## config.mk

```make
export PLATFORM = sky130hd
export DESIGN_NAME = six_source_vectored_irq_unit
export DESIGN_NICKNAME = d
export VERILOG_FILES = /design/src/irq_unit_pkg.sv /design/src/six_source_vectored_irq_unit.sv
export SDC_FILE = /design/constraint.sdc
export NUM_CORES = 1
export LEC_CHECK = 0
export BUFFER_PORTS_ARGS = -buffer_cell sky130_fd_sc_hd__buf_2
export CAP_MARGIN = 0
export CORE_UTILIZATION = 45
export DETAILED_ROUTE_END_ITERATION = 10
export PLACE_DENSITY = 0.75
export SLEW_MARGIN = 20
export SYNTH_ARGS = -nofsm -noshare
export SYNTH_HDL_FRONTEND = slang
export SYNTH_SLANG_ARGS = --single-unit
```

## constraint.sdc

```tcl
create_clock -name clk_sys -period 2 [get_ports clk_sys]
set_input_delay 0.3 -clock clk_sys [delete_from_list [all_inputs] [get_ports clk_sys]]
set_output_delay 0.3 -clock clk_sys [all_outputs]
set_load 0.01 [all_outputs]
```

## src/irq_unit_pkg.sv

```systemverilog
// package for the six-source vectored interrupt unit
// assumes an 8-bit data memory bus and a 12-bit program counter
package irq_unit_pkg;
	localparam logic [7:0] CTRL_A_ADDR = 8'h0B;
	localparam logic [7:0] CTRL_B_ADDR = 8'h1E;
	// irq_control_a fields
	localparam int GIE_BIT = 0;
	localparam int EN_EXT0_BIT = 1;
	localparam int EN_EXT1_BIT = 2;
	localparam int EN_TMR_BIT = 3;
	localparam int PND_EXT0_BIT = 4;
	localparam int PND_EXT1_BIT = 5;
	localparam int PND_TMR_BIT = 6;
	// irq_control_b fields
	localparam int EN_TB_BIT = 0;
	localparam int EN_ADC_BIT = 1;
	localparam int EN_RTC_BIT = 2;
	localparam int PND_TB_BIT = 4;
	localparam int PND_ADC_BIT = 5;
	localparam int PND_RTC_BIT = 6;
	localparam logic [7:0] CTRL_A_RESET = 8'h00;
	localparam logic [7:0] CTRL_B_RESET = 8'h00;
	localparam logic [7:0] CTRL_WMASK = 8'h7F;
	// bit 3 of control b is unused and reads back as zero
	localparam logic [7:0] CTRL_B_WMASK = 8'h77;
	localparam int NUM_SRC = 6;
	localparam int STACK_LEVELS = 8;
	localparam int PHASES = 4;
	localparam logic [1:0] PHASE_TWO = 2'h1;
	localparam logic [11:0] VEC_EXT0 = 12'h004;
	localparam logic [11:0] VEC_EXT1 = 12'h008;
	localparam logic [11:0] VEC_TMR = 12'h00C;
	localparam logic [11:0] VEC_TB = 12'h010;
	localparam logic [11:0] VEC_ADC = 12'h014;
	localparam logic [11:0] VEC_RTC = 12'h018;
	typedef struct packed {
		logic wrEn;
		logic rdEn;
		logic [7:0] addr;
		logic [7:0] wdata;
	} mem_req_t;
	typedef struct packed {
		logic call;
		logic [11:0] vector;
	} irq_call_t;
endpackage : irq_unit_pkg

```

## src/six_source_vectored_irq_unit.sv

```systemverilog
// six-source vectored interrupt unit: control registers, pending flags,
// fixed-priority selection and vector call towards the program sequencer
// assumes the sequencer pushes the pc on call and reports stack depth
`timescale 1ns/10ps
module six_source_vectored_irq_unit
	import irq_unit_pkg::*;
#(
	parameter int DEPTH = STACK_LEVELS
)(
	input wire logic clk_sys,
	input wire logic rst_n,
	input wire mem_req_t memReq,
	output logic [7:0] rdData,
	output logic rdHit,
	input wire logic extPinZero,
	input wire logic extPinOne,
	input wire logic [1:0] extZeroEdgeSel,
	input wire logic [1:0] extOneEdgeSel,
	input wire logic timerOvf,
	input wire logic timebaseTimeout,
	input wire logic adcDone,
	input wire logic rtcTimeout,
	input wire logic interruptExitInstr,
	input wire logic subroutineExitInstr,
	input wire logic [3:0] stackDepth,
	input wire logic halted,
	output irq_call_t irqCall,
	output logic wakeUp,
	output logic phaseTwoClock,
	output logic [1:0] phase
);
	// ****************************************************************
	// phase generator
	// ****************************************************************
	logic [1:0] phase_r;
	// one instruction cycle is four system clocks
	always_ff @(posedge clk_sys or negedge rst_n)
		if (!rst_n)
			phase_r <= 2'h0;
		else
			phase_r <= phase_r + 2'h1;
	assign phase = phase_r;
	wire isPhaseTwo = (phase_r == PHASE_TWO);
	assign phaseTwoClock = isPhaseTwo;

	// ****************************************************************
	// pin synchronisers and edge detection
	// ****************************************************************
	logic [1:0] pinMeta_r, pinSync_r, pinOld_r;
	always_ff @(posedge clk_sys or negedge rst_n)
		if (!rst_n)
		begin
			pinMeta_r <= 2'h0;
			pinSync_r <= 2'h0;
			pinOld_r <= 2'h0;
		end
		else
		begin
			pinMeta_r <= {extPinOne, extPinZero};
			pinSync_r <= pinMeta_r;
			pinOld_r <= pinSync_r;
		end
	// edge select bit 0 picks falling, bit 1 picks rising
	wire ext0Fall = pinOld_r[0] & ~pinSync_r[0];
	wire ext0Rise = ~pinOld_r[0] & pinSync_r[0];
	wire ext1Fall = pinOld_r[1] & ~pinSync_r[1];
	wire ext1Rise = ~pinOld_r[1] & pinSync_r[1];
	wire ext0Evt = (ext0Fall & extZeroEdgeSel[0]) | (ext0Rise & extZeroEdgeSel[1]);
	wire ext1Evt = (ext1Fall & extOneEdgeSel[0]) | (ext1Rise & extOneEdgeSel[1]);

	// ****************************************************************
	// sources, enables and selection
	// ****************************************************************
	logic [7:0] ctrlA_r, ctrlB_r;
	// source order is priority order, index 0 highest
	wire [NUM_SRC-1:0] srcEvt = {rtcTimeout, adcDone, timebaseTimeout,
		timerOvf, ext1Evt, ext0Evt};
	wire [NUM_SRC-1:0] pending = {ctrlB_r[PND_RTC_BIT], ctrlB_r[PND_ADC_BIT],
		ctrlB_r[PND_TB_BIT], ctrlA_r[PND_TMR_BIT], ctrlA_r[PND_EXT1_BIT],
		ctrlA_r[PND_EXT0_BIT]};
	wire [NUM_SRC-1:0] srcEn = {ctrlB_r[EN_RTC_BIT], ctrlB_r[EN_ADC_BIT],
		ctrlB_r[EN_TB_BIT], ctrlA_r[EN_TMR_BIT], ctrlA_r[EN_EXT1_BIT],
		ctrlA_r[EN_EXT0_BIT]};
	wire globalIrqEnable = ctrlA_r[GIE_BIT];
	wire stackFull = (stackDepth >= 4'(DEPTH));
	// enables gate service, not the flags themselves
	wire [NUM_SRC-1:0] eligible = pending & srcEn &
		{NUM_SRC{globalIrqEnable}};
	// acknowledge only at phase two and only with room on stack
	wire ackNow = (|eligible) & ~stackFull & isPhaseTwo;
	logic [NUM_SRC-1:0] grant;
	// lowest index wins
	always_comb
	begin
		grant = '0;
		for (int i = NUM_SRC - 1; i >= 0; i--)
			if (eligible[i])
				grant = 6'(1) << i;
	end
	wire [NUM_SRC-1:0] ackVec = grant & {NUM_SRC{ackNow}};
	logic [11:0] vecSel;
	// vector table per source
	always_comb
	begin
		vecSel = VEC_RTC;
		if (grant[0])
			vecSel = VEC_EXT0;
		else if (grant[1])
			vecSel = VEC_EXT1;
		else if (grant[2])
			vecSel = VEC_TMR;
		else if (grant[3])
			vecSel = VEC_TB;
		else if (grant[4])
			vecSel = VEC_ADC;
	end

	// ****************************************************************
	// control registers
	// ****************************************************************
	wire wrA = memReq.wrEn & (memReq.addr == CTRL_A_ADDR);
	wire wrB = memReq.wrEn & (memReq.addr == CTRL_B_ADDR);
	// unused bits never store, so they always read back as zero
	wire [7:0] wdataA = memReq.wdata & CTRL_WMASK;
	wire [7:0] wdataB = memReq.wdata & CTRL_B_WMASK;
	logic [7:0] ctrlA_nxt, ctrlB_nxt;
	logic [NUM_SRC-1:0] pend_nxt;
	// write first, then ack clears, then hardware sets win over both
	always_comb
	begin
		ctrlA_nxt = wrA ? wdataA : ctrlA_r;
		ctrlB_nxt = wrB ? wdataB : ctrlB_r;
		// interrupt exit re-opens, subroutine exit leaves it alone
		if (interruptExitInstr)
			ctrlA_nxt[GIE_BIT] = 1'b1;
		// acknowledge closes the global gate
		if (ackNow)
			ctrlA_nxt[GIE_BIT] = 1'b0;
		pend_nxt = {ctrlB_nxt[PND_RTC_BIT], ctrlB_nxt[PND_ADC_BIT],
			ctrlB_nxt[PND_TB_BIT], ctrlA_nxt[PND_TMR_BIT],
			ctrlA_nxt[PND_EXT1_BIT], ctrlA_nxt[PND_EXT0_BIT]};
		// flags held until serviced or written, a new event wins
		pend_nxt = (pend_nxt & ~ackVec) | srcEvt;
		ctrlA_nxt[PND_EXT0_BIT] = pend_nxt[0];
		ctrlA_nxt[PND_EXT1_BIT] = pend_nxt[1];
		ctrlA_nxt[PND_TMR_BIT] = pend_nxt[2];
		ctrlB_nxt[PND_TB_BIT] = pend_nxt[3];
		ctrlB_nxt[PND_ADC_BIT] = pend_nxt[4];
		ctrlB_nxt[PND_RTC_BIT] = pend_nxt[5];
	end
	always_ff @(posedge clk_sys or negedge rst_n)
		if (!rst_n)
		begin
			ctrlA_r <= CTRL_A_RESET;
			ctrlB_r <= CTRL_B_RESET;
		end
		else
		begin
			ctrlA_r <= ctrlA_nxt;
			ctrlB_r <= ctrlB_nxt;
		end

	// ****************************************************************
	// read port, call and wake outputs
	// ****************************************************************
	logic [7:0] rdData_r;
	logic rdHit_r;
	irq_call_t irqCall_r;
	logic wakeUp_r;
	wire rdA = memReq.rdEn & (memReq.addr == CTRL_A_ADDR);
	wire rdB = memReq.rdEn & (memReq.addr == CTRL_B_ADDR);
	wire [7:0] rdMux = rdA ? ctrlA_r : (rdB ? ctrlB_r : 8'h00);
	// flags set before halting do not wake, so only fresh events count
	wire wakeEvt = halted & (|(srcEvt & ~pending));
	always_ff @(posedge clk_sys or negedge rst_n)
		if (!rst_n)
		begin
			rdData_r <= 8'h00;
			rdHit_r <= 1'b0;
			irqCall_r <= '0;
			wakeUp_r <= 1'b0;
		end
		else
		begin
			rdData_r <= rdMux;
			rdHit_r <= rdA | rdB;
			// a one-cycle call; sequencer pushes pc alone
			irqCall_r.call <= ackNow;
			irqCall_r.vector <= ackNow ? vecSel : irqCall_r.vector;
			wakeUp_r <= wakeEvt;
		end
	assign rdData = rdData_r;
	assign rdHit = rdHit_r;
	assign irqCall = irqCall_r;
	assign wakeUp = wakeUp_r;

	// ****************************************************************
	// assertions
	// ****************************************************************
	ack_gie_clear_a: assert property (@(posedge clk_sys) disable iff (!rst_n)
		ackNow |=> !ctrlA_r[GIE_BIT])
		else $error("global enable not cleared on acknowledge");
	full_stack_a: assert property (@(posedge clk_sys) disable iff (!rst_n)
		stackFull |=> !irqCall_r.call)
		else $error("call issued with full stack");
	phase_two_a: assert property (@(posedge clk_sys) disable iff (!rst_n)
		irqCall_r.call |-> $past(phase_r) == PHASE_TWO)
		else $error("call outside phase two");
	ext0_vector_a: assert property (@(posedge clk_sys) disable iff (!rst_n)
		(ackNow && eligible[0]) |=> irqCall_r.vector == 12'h004)
		else $error("wrong vector for pin zero");
	pend_clear_a: assert property (@(posedge clk_sys) disable iff (!rst_n)
		(ackNow && grant[2] && !timerOvf && !wrA)
		|=> !ctrlA_r[PND_TMR_BIT])
		else $error("timer flag not cleared on acknowledge");
	rtc_set_a: assert property (@(posedge clk_sys) disable iff (!rst_n)
		rtcTimeout |=> ctrlB_r[PND_RTC_BIT])
		else $error("rtc flag not set");
	masked_a: assert property (@(posedge clk_sys) disable iff (!rst_n)
		!globalIrqEnable |=> !irqCall_r.call)
		else $error("call while globally masked");
	exit_gie_a: assert property (@(posedge clk_sys) disable iff (!rst_n)
		(interruptExitInstr && !ackNow) |=> ctrlA_r[GIE_BIT])
		else $error("interrupt exit did not set global enable");
	phase_cycle_a: assert property (@(posedge clk_sys) disable iff (!rst_n)
		isPhaseTwo |=> !isPhaseTwo [*3] ##1 isPhaseTwo)
		else $error("phase two not every fourth clock");

	// vector per granted source, one cycle after the acknowledge
	ext1_vector_a: assert property (@(posedge clk_sys) disable iff (!rst_n)
		(ackNow && grant[1]) |=> irqCall_r.vector == 12'h008)
		else $error("wrong vector for pin one");
	tmr_vector_a: assert property (@(posedge clk_sys) disable iff (!rst_n)
		(ackNow && grant[2]) |=> irqCall_r.vector == 12'h00C)
		else $error("wrong vector for timer");
	tb_vector_a: assert property (@(posedge clk_sys) disable iff (!rst_n)
		(ackNow && grant[3]) |=> irqCall_r.vector == 12'h010)
		else $error("wrong vector for time base");
	adc_vector_a: assert property (@(posedge clk_sys) disable iff (!rst_n)
		(ackNow && grant[4]) |=> irqCall_r.vector == 12'h014)
		else $error("wrong vector for adc");
	rtc_vector_a: assert property (@(posedge clk_sys) disable iff (!rst_n)
		(ackNow && grant[5]) |=> irqCall_r.vector == 12'h018)
		else $error("wrong vector for rtc");
	prio_one_a: assert property (@(posedge clk_sys) disable iff (!rst_n)
		(ackNow && eligible[1] && !eligible[0])
		|=> irqCall_r.vector == 12'h008)
		else $error("pin one not second in priority");
	grant_one_a: assert property (@(posedge clk_sys) disable iff (!rst_n)
		$onehot0(grant))
		else $error("more than one source granted");

	// the call is a single pulse and the vector holds between calls
	call_pulse_a: assert property (@(posedge clk_sys) disable iff (!rst_n)
		irqCall_r.call |=> !irqCall_r.call)
		else $error("call longer than one cycle");
	vec_hold_a: assert property (@(posedge clk_sys) disable iff (!rst_n)
		!irqCall_r.call |-> irqCall_r.vector == $past(irqCall_r.vector))
		else $error("vector moved without a call");
	call_gie_a: assert property (@(posedge clk_sys) disable iff (!rst_n)
		irqCall_r.call |-> $past(globalIrqEnable))
		else $error("call without global enable");

	// hardware events set their flags on the next clock
	tmr_set_a: assert property (@(posedge clk_sys) disable iff (!rst_n)
		timerOvf |=> ctrlA_r[PND_TMR_BIT])
		else $error("timer flag not set");
	tb_set_a: assert property (@(posedge clk_sys) disable iff (!rst_n)
		timebaseTimeout |=> ctrlB_r[PND_TB_BIT])
		else $error("time base flag not set");
	adc_set_a: assert property (@(posedge clk_sys) disable iff (!rst_n)
		adcDone |=> ctrlB_r[PND_ADC_BIT])
		else $error("adc flag not set");
	ext0_set_a: assert property (@(posedge clk_sys) disable iff (!rst_n)
		ext0Evt |=> ctrlA_r[PND_EXT0_BIT])
		else $error("pin zero flag not set");
	ext1_set_a: assert property (@(posedge clk_sys) disable iff (!rst_n)
		ext1Evt |=> ctrlA_r[PND_EXT1_BIT])
		else $error("pin one flag not set");

	// flags stay until serviced or written, and clear on service
	hold_tmr_a: assert property (@(posedge clk_sys) disable iff (!rst_n)
		(ctrlA_r[PND_TMR_BIT] && !ackVec[2] && !wrA)
		|=> ctrlA_r[PND_TMR_BIT])
		else $error("timer flag dropped");
	hold_rtc_a: assert property (@(posedge clk_sys) disable iff (!rst_n)
		(ctrlB_r[PND_RTC_BIT] && !ackVec[5] && !wrB)
		|=> ctrlB_r[PND_RTC_BIT])
		else $error("rtc flag dropped");
	ext0_clear_a: assert property (@(posedge clk_sys) disable iff (!rst_n)
		(ackNow && grant[0] && !ext0Evt && !wrA)
		|=> !ctrlA_r[PND_EXT0_BIT])
		else $error("pin zero flag not cleared on acknowledge");
	rtc_clear_a: assert property (@(posedge clk_sys) disable iff (!rst_n)
		(ackNow && grant[5] && !rtcTimeout && !wrB)
		|=> !ctrlB_r[PND_RTC_BIT])
		else $error("rtc flag not cleared on acknowledge");
	full_hold_a: assert property (@(posedge clk_sys) disable iff (!rst_n)
		(stackFull && (|eligible) && !wrA && !wrB) |=> (|pending))
		else $error("request lost while stack full");

	// global enable: written by software, kept by subroutine exit
	gie_write_a: assert property (@(posedge clk_sys) disable iff (!rst_n)
		(wrA && !ackNow && !interruptExitInstr)
		|=> ctrlA_r[GIE_BIT] == $past(memReq.wdata[GIE_BIT]))
		else $error("global enable not written");
	sub_exit_a: assert property (@(posedge clk_sys) disable iff (!rst_n)
		(subroutineExitInstr && !interruptExitInstr && !wrA && !ackNow)
		|=> ctrlA_r[GIE_BIT] == $past(ctrlA_r[GIE_BIT]))
		else $error("subroutine exit changed global enable");

	// wake from halt on fresh events only
	wake_rtc_a: assert property (@(posedge clk_sys) disable iff (!rst_n)
		(halted && rtcTimeout && !ctrlB_r[PND_RTC_BIT]) |=> wakeUp_r)
		else $error("rtc event did not wake");
	wake_tmr_a: assert property (@(posedge clk_sys) disable iff (!rst_n)
		(halted && timerOvf && !ctrlA_r[PND_TMR_BIT]) |=> wakeUp_r)
		else $error("timer event did not wake");
	no_wake_a: assert property (@(posedge clk_sys) disable iff (!rst_n)
		!halted |=> !wakeUp_r)
		else $error("wake while running");

	// read port and unused bits
	read_a_a: assert property (@(posedge clk_sys) disable iff (!rst_n)
		rdA |=> rdData_r == $past(ctrlA_r))
		else $error("wrong read data for control a");
	read_b_a: assert property (@(posedge clk_sys) disable iff (!rst_n)
		rdB |=> rdData_r == $past(ctrlB_r))
		else $error("wrong read data for control b");
	rd_hit_a: assert property (@(posedge clk_sys) disable iff (!rst_n)
		(rdA || rdB) |=> rdHit_r)
		else $error("read hit missing");
	unused_zero_a: assert property (@(posedge clk_sys) disable iff (!rst_n)
		!ctrlA_r[7] && !ctrlB_r[7] && !ctrlB_r[3])
		else $error("unused control bit set");
	phase_wrap_a: assert property (@(posedge clk_sys) disable iff (!rst_n)
		phase_r == 2'h3 |=> phase_r == 2'h0)
		else $error("phase counter did not wrap");
endmodule : six_source_vectored_irq_unit

```

==> summary.txt, run 1 <==
Outcome
  • Status: finished clean

Yosys
  • Post-synth ARST share: 100%
  • Synth Instances: about 130
  • Register area share after synthesis: 54.8%
  • Synth warnings: 0
  • Synth unique cells: 36
  • Avg Cell Area, Syn: between 10 and 15 um2
  • Ys flop type: dfrtp_1
  • Number of flops mapped to enable cells by yosys: 0
  • #FFs+latches synth: 34
  • Synthesized area: 1550 um2

Timing
  • Worst slew margin: a little over 50%
  • Fin crit share: 82.6%
  • Fin. Hold Viols: 0
  • Max Transition Viols Final: 0
  • # setup viols final: 0
  • Setup ws final: 349 ps
  • Measured slew at the worst slew-check pin: ~740 ps
  • Setup TNS: 0 ps
  • RSZ-0062 raised after global routing: no
  • Max Clk Rate: between 0.6 and 0.7 GHz
  • Fin Clk Skew: approximately 3.2 ps
  • Crit path time final: 1650 ps

Detailed routing
  • 1st-iter DRT viols: 35
  • DRC Markers: 0
  • DR WL/cell: 14.4 um
  • Via count: approximately 1,200
  • DR pass1 iterations: 4
  • Vias per cell: about 5.2
  • Final WL: between 3000 and 4000 um
  • Final ANT Viol Nets: 0

Floorplanning
  • Die height: about 61 um
  • Chip width: 60.7 um
  • Die area: ~3700 um2
  • Top Ports: 63
  • CORE AREA: ~3200 um2
  • Initial Util: between 40% and 50%
  • # rows: 20

Placed design
  • Final GP Congestion: about 0.9
  • Placed cells: ~230
  • Pre-CTS WS: about 270 ps
  • PortBufs: 47
  • HPWL reported at the end of detailed placement: 2590 um

Worst setup path
  • WS Path Type: reg -> reg
  • WP data arrival: approximately 1900 ps
  • Setup crit end kind: flop
  • Critical Path RT: 2220 ps
  • CP Max Fanout: 6
  • R2R depth: 5
  • Worst Setup Start Kind: flop

Clock tree
  • CTS root buffer: clkbuf_4
  • Post-cts sizing count: 0
  • CTS Hold Bufs: 0
  • Setup Buffers After CTS: 0
  • Deepest clock path buffer count: 2
  • Clock latency at the later pin of the worst-skew pair: around 330 ps
  • CTS Buf Count: 5
  • H-tree Lvls: 2
  • Clock-pin transition on the worst setup and hold timing paths: roughly 90 ps
  • Clk sinks: 34
  • CTS tree: done

Global route
  • First-pass GRT wire length: roughly 5400 um
  • Global Route Usage Sum: a little over a fifth
  • Initial antenna violation count: 0
  • Largest net degree at the start of global routing: 35
  • Congestion Overflow GR: 0
  • Vias in the first global route: between 1,000 and 1,500

Hold path
  • Worst hold path class: in -> async

Final layout
  • Post-Route Utilization: between 50% and 60%
  • Nets: 226
  • Area Overhead vs Synth: 20.5%
  • Share of layout cells above drive strength 1: 36.9%
  • Post-route insts no fill: between 200 and 250
  • # diodes: 0

Pwr
  • Worst vdd ir: about 0.00048 V
  • Lkg Pwr: 0.916 nW
  • Power Density: ~700 nW/um2

Job
  • Max-cap check violation count: 0
## per-layer routing
metal  up-vias  part of all wire (%)  global-route usage (%)  routed length (um)
met5         -                     0                       0                   0
met4         0                   1.2                    6.49                  40
met3         4                   6.6                    7.89                 220
met2        46                    52                    34.5                1720
met1       577                    40                    25.2                1340
li1        571                     -                       -                   -
## final cells by class
cell class                 instances  area, um2
fill                             303       1280
sequential                        34        851
tap                               44       55.1
inverter                           9       33.8
timing repair buffer              50        258
multi-input combinational         88        622
clock buffer                       6       51.3
## report_power, final
| group | switching (mW) | internal, mW |
|---|---|---|
| Sequential | 0.0278 | 0.729 |
| Combinational | 0.101 | 0.0939 |
| Clock | 0.205 | 0.158 |
| Total | 0.334 | 0.981 |
## per-stage QoR
stage | hold slack (ps) | area [um2] | power [mW]
after floorplan | 4.41 | 1590 | 0.881
after global placement | 333 | 1820 | 0.957
after detailed placement | 335 | 1820 | 0.966
after CTS | 37.1 | 1870 | 1.33
after global routing | 37.8 | 1870 | 1.39
final | 25.6 | 1870 | 1.31
## sequential cells by signal, indices dropped and copies added (netlist names)
signal     count
wakeUp         1
pinOld_r       2
rdData         7
rdHit          1
irqCall        4
pinSync_r      2
ctrlA_r        7
pinMeta_r      2
ctrlB_r        6
phase          2
## path summary, 6_finish.rpt
| kind | startpoint | end | slack [ps] |
|---|---|---|---|
| hold / removal | rst_n | rdHit | 30 |
| max in group asynchronous | rst_n | ctrlA_r[4] | 1510 |
| hold reg to reg | pinMeta_r[0] | pinSync_r[0] | 360 |
| min in group clk_sys | extPinZero | pinMeta_r[0] | 70 |
| setup / recovery | ctrlA_r[5] | irqCall[4] | 350 |
| setup reg to reg | ctrlA_r[5] | irqCall[4] | 350 |
## worst max-delay path, stage by stage (launching register included)
cell and delay (ps):
dfrtp_1 470, a22o_2 220, o21ai_0 100, a31oi_1 230, buf_4 180, mux2_2 330
## logic make-up after synthesis
logic type / after synthesis / synth area share [%]
AO/OA/AOI/OAI: 29 / 13.1
buffers and inverters: 20 / 7.33
adder cells (fa/ha/maj): 1 / 0.806
multiplexers: 15 / 10.3
AND/OR/NAND/NOR: 33 / 13.4
other: 1 / 0.242
flip-flops: 34 / 54.8
## layout by cell type, fill, tap and decap left out, drive strengths merged, types with 4 or more instances in the layout
cell type  instances
nand2              6
buf               50
nor2               5
a22o               8
o21ai              8
nand3b             4
clkbuf             6
nand3              5
o22ai              4
dfrtp             34
conb              10
mux2i              7
mux2               8
inv                9
## synth_stat cells, types with 3 or more instances
library cell	instances	area (um2)
inv_1	9	33.8
mux2_2	8	90.1
nand3_1	5	25.0
buf_4	10	75.1
a22o_1	7	61.3
dfrtp_1	34	851
nand3b_1	4	30.0
o21ai_1	3	15.0
nor2_1	5	18.8
o21ai_0	5	25.0
nand2_1	6	22.5
o22ai_1	4	25.0
mux2i_1	7	70.1
Note: power is estimated with default switching activity, not from simulation.
==> inputs of run 2 (changes only) <==
Settings changed: ABC_AREA from default to 1, PLACE_DENSITY 0.75 to 0.73.
Clock period 2 ns to 1.7 ns, I/O delays scaled along.
==> run 2 against run 1 <==
  * Register-to-register slack about the same
  * Clock skew up 2.1 ps
  * Largest cell class unchanged
  * Clock-buffer cell count unchanged
  * First-iteration DRC count rose to 2.7 times the previous value
  * Core utilization shrank 2.0 points
  * Sequential cell count stayed put
  * Clock power up 100%
  * Die area is 14% higher
  * Worst setup slack got worse by 1.7 ps
  * Routed wire length is 2.4% higher
  * Area after synthesis rose by 14%
  * Global-route usage decreased by 2.2 points
==> summary.txt, run 2 <==
Clock tree
  • Clock-pin transition on the worst setup and hold timing paths: 60 ps (-30 ps)
  • Setup Buffers After CTS: 0 (unchanged)
  • CTS Buf Count: 5 (unchanged)
  • CTS tree: done
  • Clk sinks: 34 (unchanged)
  • Post-cts sizing count: 0 (unchanged)
  • Clock latency at the later pin of the worst-skew pair: 280 ps (-50 ps)
  • CTS Hold Bufs: 0 (unchanged)
  • CTS root buffer: clkbuf_8
  • H-tree Lvls: 2 (unchanged)
  • Deepest clock path buffer count: 2 (unchanged)

Final layout
  • Fillers: 375 (+24%)
  • Multi-input gate area in the final layout: 704 um2 (+13%)
  • Area Overhead vs Synth: 20.0%
  • Sequential cell area: 851 um2 (unchanged)
  • # diodes: 0 (unchanged)
  • Nets: 308 (+36%)
  • Commonest non-fill, non-tap cell in the layout: nand2_1
  • Most frequent cells in the layout: nand2_1 (59), buf_2 (47), inv_1 (41)
  • Share of layout cells above drive strength 1: 27.8% (-9.1 points)

Placed design
  • HPWL reported at the end of detailed placement: 2680 um (+3.3%)
  • Final GP Congestion: 0.863 (-4.5%)
  • PortBufs: 47 (unchanged)

Yosys
  • Compound-gate portion of the synthesized area: 5.07% (-8.1 points)
  • Post-synth top area share: 47.9% (-6.9 points)
  • Ys flop type: dfrtp_1
  • Synth area leaders: dfrtp_1 (48%), nand2_1 (12%), inv_1 (8.7%)
  • Synth cell count leaders: nand2_1 (59), inv_1 (41), dfrtp_1 (34), nand3_1 (15)
  • #FFs+latches synth: 34 (unchanged)
  • Post-synth ARST share: 100% (unchanged)
  • Post-synthesis xor/xnor area fraction: 0% (unchanged)
  • Avg Cell Area, Syn: 8.14 um2 (-30%)
  • Synth unique cells: 25 (-31%)
  • Adder-cell area share of the yosys netlist: 0.705% (-0.10 points)
  • Number of flops mapped to enable cells by yosys: 0 (unchanged)
  • Post-synthesis mux area share: 0% (-10 points)
  • Synth warnings: 0 (unchanged)
  • Register area share after synthesis: 47.9% (-6.9 points)
  • Dominant cell type by area after synthesis: dfrtp_1
  • Most frequent cell after synthesis: nand2_1
  • Synthesized area: 1780 um2 (+14%)
  • Post-Synth Simple-Gate Area: 31.8% (+18 points)
  • Combinational family with the most area after synthesis: simple AND/OR/NAND/NOR gates
  • Synth Instances: 218 (+64%)

Timing
  • Worst slew margin: 51.4% (+0.53 points)
  • Fin crit share: 79.6% (-3.0 points)
  • Max Transition Viols Final: 0 (unchanged)
  • # setup viols final: 0 (unchanged)
  • Crit path time final: 1350 ps (-298 ps)
  • Measured slew at the worst slew-check pin: 730 ps (-7.92 ps)
  • Setup TNS: 0 ps (unchanged)
  • Max Clk Rate: 0.739 GHz (+22%)
  • Fin Clk Skew: 5.29 ps (+2.10 ps)
  • Fin. Hold Viols: 0 (unchanged)
  • RSZ-0062 raised after global routing: no

Global route
  • Global Route Usage Sum: 18.6% (-2.2 points)
  • Initial antenna violation count: 0 (unchanged)
  • Congestion Overflow GR: 0 (unchanged)
  • First-pass GRT wire length: 5740 um (+6.3%)
  • Vias in the first global route: 1,315 (+12%)
  • Largest net degree at the start of global routing: 35 (unchanged)

Detailed routing
  • Vias per cell: 4.65 (-10%)
  • DRC Markers: 0 (unchanged)
  • 1st-iter DRT viols: 95 (+170%)
  • DR pass1 iterations: 4 (unchanged)
  • Final ANT Viol Nets: 0 (unchanged)
  • Final WL: 3410 um (+2.4%)
  • DR WL/cell: 10.7 um (-26%)
  • Via count: 1,478 (+23%)

Floorplanning
  • Top Ports: 63 (unchanged)
  • CORE AREA: 3720 um2 (+18%)
  • # rows: 22 (+10%)
  • Initial Util: 47.8% (-1.5 points)
  • Die height: 64.8 um (+6.7%)
  • Chip width: 64.8 um (+6.7%)
  • Die area: 4200 um2 (+14%)

Worst setup path
  • Worst Setup Start Kind: flop
  • WS Path Type: reg -> reg
  • Crit path cell chain: nand3_2 -> nand2_4 -> nor2_4 -> nand2_4 -> nand3_1 -> nand2_1 -> nand2_1
  • Slowest stage cell, crit path: dfrtp_1
  • Critical Path RT: 1870 ps (-350 ps)
  • CP max stage delay: 550 ps (+80 ps)
  • WP data arrival: 1520 ps (-350 ps)
  • Setup crit end kind: flop
  • CP Max Fanout: 8 (+2)

Hold path
  • Worst hold path class: in -> async

Pwr
  • Worst vdd ir: 0.000586 V (+23%)
  • Lkg Pwr: 1.31 nW (+43%)
  • Power Density: 840 nW/um2 (+20%)
  • Total Power: 1.79 mW (+36%)

Job
  • Max-cap check violation count: 0 (unchanged)

Outcome
  • Status: finished clean
==> run 2: cell count changes in the layout (fill, tap and decap cells not counted), sizes merged, moves of 3 or more <==
cell / delta
a22o: -8
buf: -3
inv: +35
mux2: -8
mux2i: -7
nand2: +59
nand3: +17
nand3b: -3
nand4: +5
nor2: +9
o21ai: +3
==> run 2: worst max-delay path: cells and delay by family, from the launching register on <==
family           cells  cell delay (ps)
DFF                  1              550
and+or+nand+nor      7              690
==> run 2: worst paths after layout <==
kind                              startpoint            to  slack (ps)  depth (start not counted)
max in group asynchronous              rst_n   irqCall[12]        1200                          1
worst min register to register  pinMeta_r[1]  pinSync_r[1]         350                          0
worst min-delay path                   rst_n     rdData[6]          30                          1
worst max register to register    ctrlA_r[0]    ctrlA_r[6]         350                          7
worst max-delay path              ctrlA_r[0]    ctrlA_r[6]         350                          7
min in group clk_sys               extPinOne  pinMeta_r[1]          80                          1
==> run 2: through the flow <==
step	worst slack, ps	hold slack, ps	util (%)	area, um2	instances
global placement	387	332	54.3	2020	311
global route	249	60.7	57.3	2130	318
CTS	339	56.6	57.3	2130	318
finish	347	32.1	57.3	2130	318
detailed placement	355	336	54.3	2020	311
floorplan	343	-40.6	-	1810	227
==> run 2: report_power, final <==
part	internal (mW)	switching, mW
Sequential	0.839	0.0200
Combinational	0.0754	0.126
Clock	0.468	0.261
==> run 2: cell type report <==
class	count	share of cell area, %
Tap cell	48	2.82
Clock buffer	6	3.88
Inverter	44	7.87
Clock inverter	1	1.41
Timing Repair Buffer	47	11.0
Multi-Input combinational cell	138	33.1
Sequential cell	34	39.9
==> run 2: routing by layer <==
metal / track usage [%] / wire (um)
met1: 24.9 / 1550
met2: 28.0 / 1580
met3: 4.40 / 198
met4: 9.17 / 74
met5: 0 / 0
==> run 2: cells by family after synthesis <==
| logic type | count (synthesis) |
|---|---|
| other | 1 |
| buffers and inverters | 55 |
| AO/OA/AOI/OAI | 16 |
| adder cells (fa/ha/maj) | 1 |
| AND/OR/NAND/NOR | 111 |
| flip-flops | 34 |
==> inputs of run 3 (changes only) <==
Clock period 1.7 ns to 1.34 ns, I/O delays scaled along.
==> run 3 against run 2 <==
  * Register-to-register slack got worse by 310 ps
  * Die area unchanged
  * Worst hold slack worse by 15 ps
  * Sequential share of layout area shrank 2.7 points
  * Via count rose by 2.4%
  * Routed wire length rose by 2.1%
  * Global-route usage down 0.27 points
  * Combinational power grew 44%
  * Critical path type unchanged
==> summary.txt, run 3 (same netlist as run 2, synthesis figures left out) <==
Worst setup path
  • Setup crit end kind: flop
  • WP data arrival: 1490 ps (-30 ps)
  • Worst Setup Start Kind: flop
  • WS Path Type: reg -> reg
  • Crit path cell chain: nand3_4 -> nand2_2 -> nor2_4 -> nand2_4 -> nand2_8 -> inv_4 -> nand2_2 -> nand2_1
  • CP most frequent cell: nand2_2
  • CP max stage delay: 520 ps (-30 ps)
  • Slowest stage cell, crit path: dfrtp_2
  • Critical Path RT: 1530 ps (-340 ps)
  • CP Max Fanout: 8 (unchanged)

Timing
  • Fin Clk Skew: 8.17 ps (+2.88 ps)
  • Setup ws final: 40.0 ps (-307 ps)
  • Max Transition Viols Final: 0 (unchanged)
  • Fin crit share: 97.0% (+17 points)
  • Hold slack: 17.4 ps (-14.7 ps)
  • Crit path time final: 1300 ps (-52.7 ps)
  • Fin. Hold Viols: 0 (unchanged)
  • Max Clk Rate: 0.769 GHz (+4.1%)
  • # setup viols final: 0 (unchanged)
  • RSZ-0062 raised after global routing: yes

Detailed routing
  • Via count: 1,513 (+2.4%)
  • DR pass1 iterations: 4 (unchanged)
  • Final WL: 3480 um (+2.1%)
  • Vias per cell: 4.64 (-0.14%)
  • Final ANT Viol Nets: 0 (unchanged)
  • DR WL/cell: 10.7 um (-0.36%)
  • 1st-iter DRT viols: 69 (-27%)
  • DRC Markers: 0 (unchanged)

Hold path
  • Worst hold path class: in -> reg

Clock tree
  • CTS root buffer: clkbuf_8
  • CTS tree: done
  • Clock-pin transition on the worst setup and hold timing paths: 70 ps (about the same)
  • CTS Buf Count: 5 (unchanged)
  • Clk sinks: 34 (unchanged)
  • H-tree Lvls: 2 (unchanged)
  • Clock latency at the later pin of the worst-skew pair: 290 ps (about the same)
  • Deepest clock path buffer count: 2 (unchanged)

Placed design
  • PortBufs: 47 (unchanged)
  • Pre-CTS WS: 12.1 ps (-343 ps)
  • HPWL reported at the end of detailed placement: 2700 um (+0.78%)
  • Final GP Congestion: 0.877 (+1.7%)
  • Area after DPL: 2080 um2 (+3.0%)

Floorplanning
  • Initial Util: 47.8% (unchanged)
  • Die height: 64.8 um (unchanged)
  • Die area: 4200 um2 (unchanged)
  • Top Ports: 63 (unchanged)
  • Chip width: 64.8 um (unchanged)
  • CORE AREA: 3720 um2 (unchanged)
  • # rows: 22 (unchanged)

Global route
  • Initial antenna violation count: 0 (unchanged)
  • Congestion Overflow GR: 0 (unchanged)
  • First-pass GRT wire length: 5730 um (-0.23%)
  • Largest net degree at the start of global routing: 20 (-43%)
  • Global Route Usage Sum: 18.3% (-0.27 points)
  • Vias in the first global route: 1,364 (+3.7%)

Job
  • Max-cap check violation count: 0 (unchanged)

Pwr
  • Worst vdd ir: 0.000609 V (+3.9%)
  • Power Density: 1100 nW/um2 (+31%)
  • Lkg Pwr: 1.38 nW (+4.9%)
  • Total Power: 2.52 mW (+41%)

Outcome
  • Status: finished clean

Final layout
  • Fillers: 323 (-14%)
  • # diodes: 0 (unchanged)
  • Area Overhead vs Synth: 28.8%
  • Fin area: 2290 um2 (+7.3%)
  • Most frequent cells in the layout: nand2_1 (59), buf_2 (47), inv_1 (41)
  • Nets: 315 (+2.3%)
  • Share of layout cells above drive strength 1: 30.2% (+2.4 points)
  • Commonest non-fill, non-tap cell in the layout: nand2_1
run 3: area by class of cell:
type | count | area (um2) | area share [%]
Clock inverter | 3 | 68.8 | 3.01
Multi-Input combinational cell | 138 | 752 | 32.9
Timing Repair Buffer | 54 | 318 | 13.9
Sequential cell | 34 | 852 | 37.3
Clock buffer | 5 | 68.8 | 3.01
Inverter | 44 | 168 | 7.33
Tap cell | 48 | 60.1 | 2.63
run 3: what timing repair did:
item,4_1_cts,5_1_grt
hold buffers,1,1
endpoints found under the setup margin,0,10
endpoints found under the hold margin,15,1
buffers inserted,0,2
gates resized for setup,0,6
run 3: final timing paths:
path	slack [ps]	from	cells after the start	end
setup / recovery	40	ctrlA_r[0]	8	irqCall[2]
hold / removal	20	extPinOne	1	pinMeta_r[1]
setup reg to reg	40	ctrlA_r[0]	8	irqCall[2]
hold reg to reg	350	pinMeta_r[0]	0	pinSync_r[0]
max in group asynchronous	540	rst_n	3	ctrlA_r[0]
min in group asynchronous	370	rst_n	2	rdData[6]
run 3: power breakdown:
part	internal, mW	total (mW)	switching, mW
registers	1.06	1.09	0.0303
clock network	0.745	1.13	0.387
logic	0.126	0.291	0.165
run 3: layer usage:
| layer | GRT usage (%) | up-vias | wire length [um] | share of wire, % |
|---|---|---|---|---|
| met3 | 4.23 | 6 | 209 | 6.0 |
| met1 | 22.6 | 680 | 1570 | 45 |
| met5 | 0 | - | 0 | 0 |
| met2 | 29.9 | 57 | 1630 | 47 |
| met4 | 8.89 | 0 | 65 | 1.9 |
| li1 | - | 770 | - | - |
run 3: stage by stage:
step	instances	TNS, ps	util, %
floorplan	227	0	-
global placement	314	0	55.9
detailed placement	314	0	55.9
CTS	323	0	59.9
global route	326	-110	61.5
finish	326	0	61.5
run 3: critical path: cells and delay by family, from the launching register on:
kind / cells / cell delay (ps)
buf+inv: 1 / 30
flops: 1 / 520
simple gates: 7 / 630
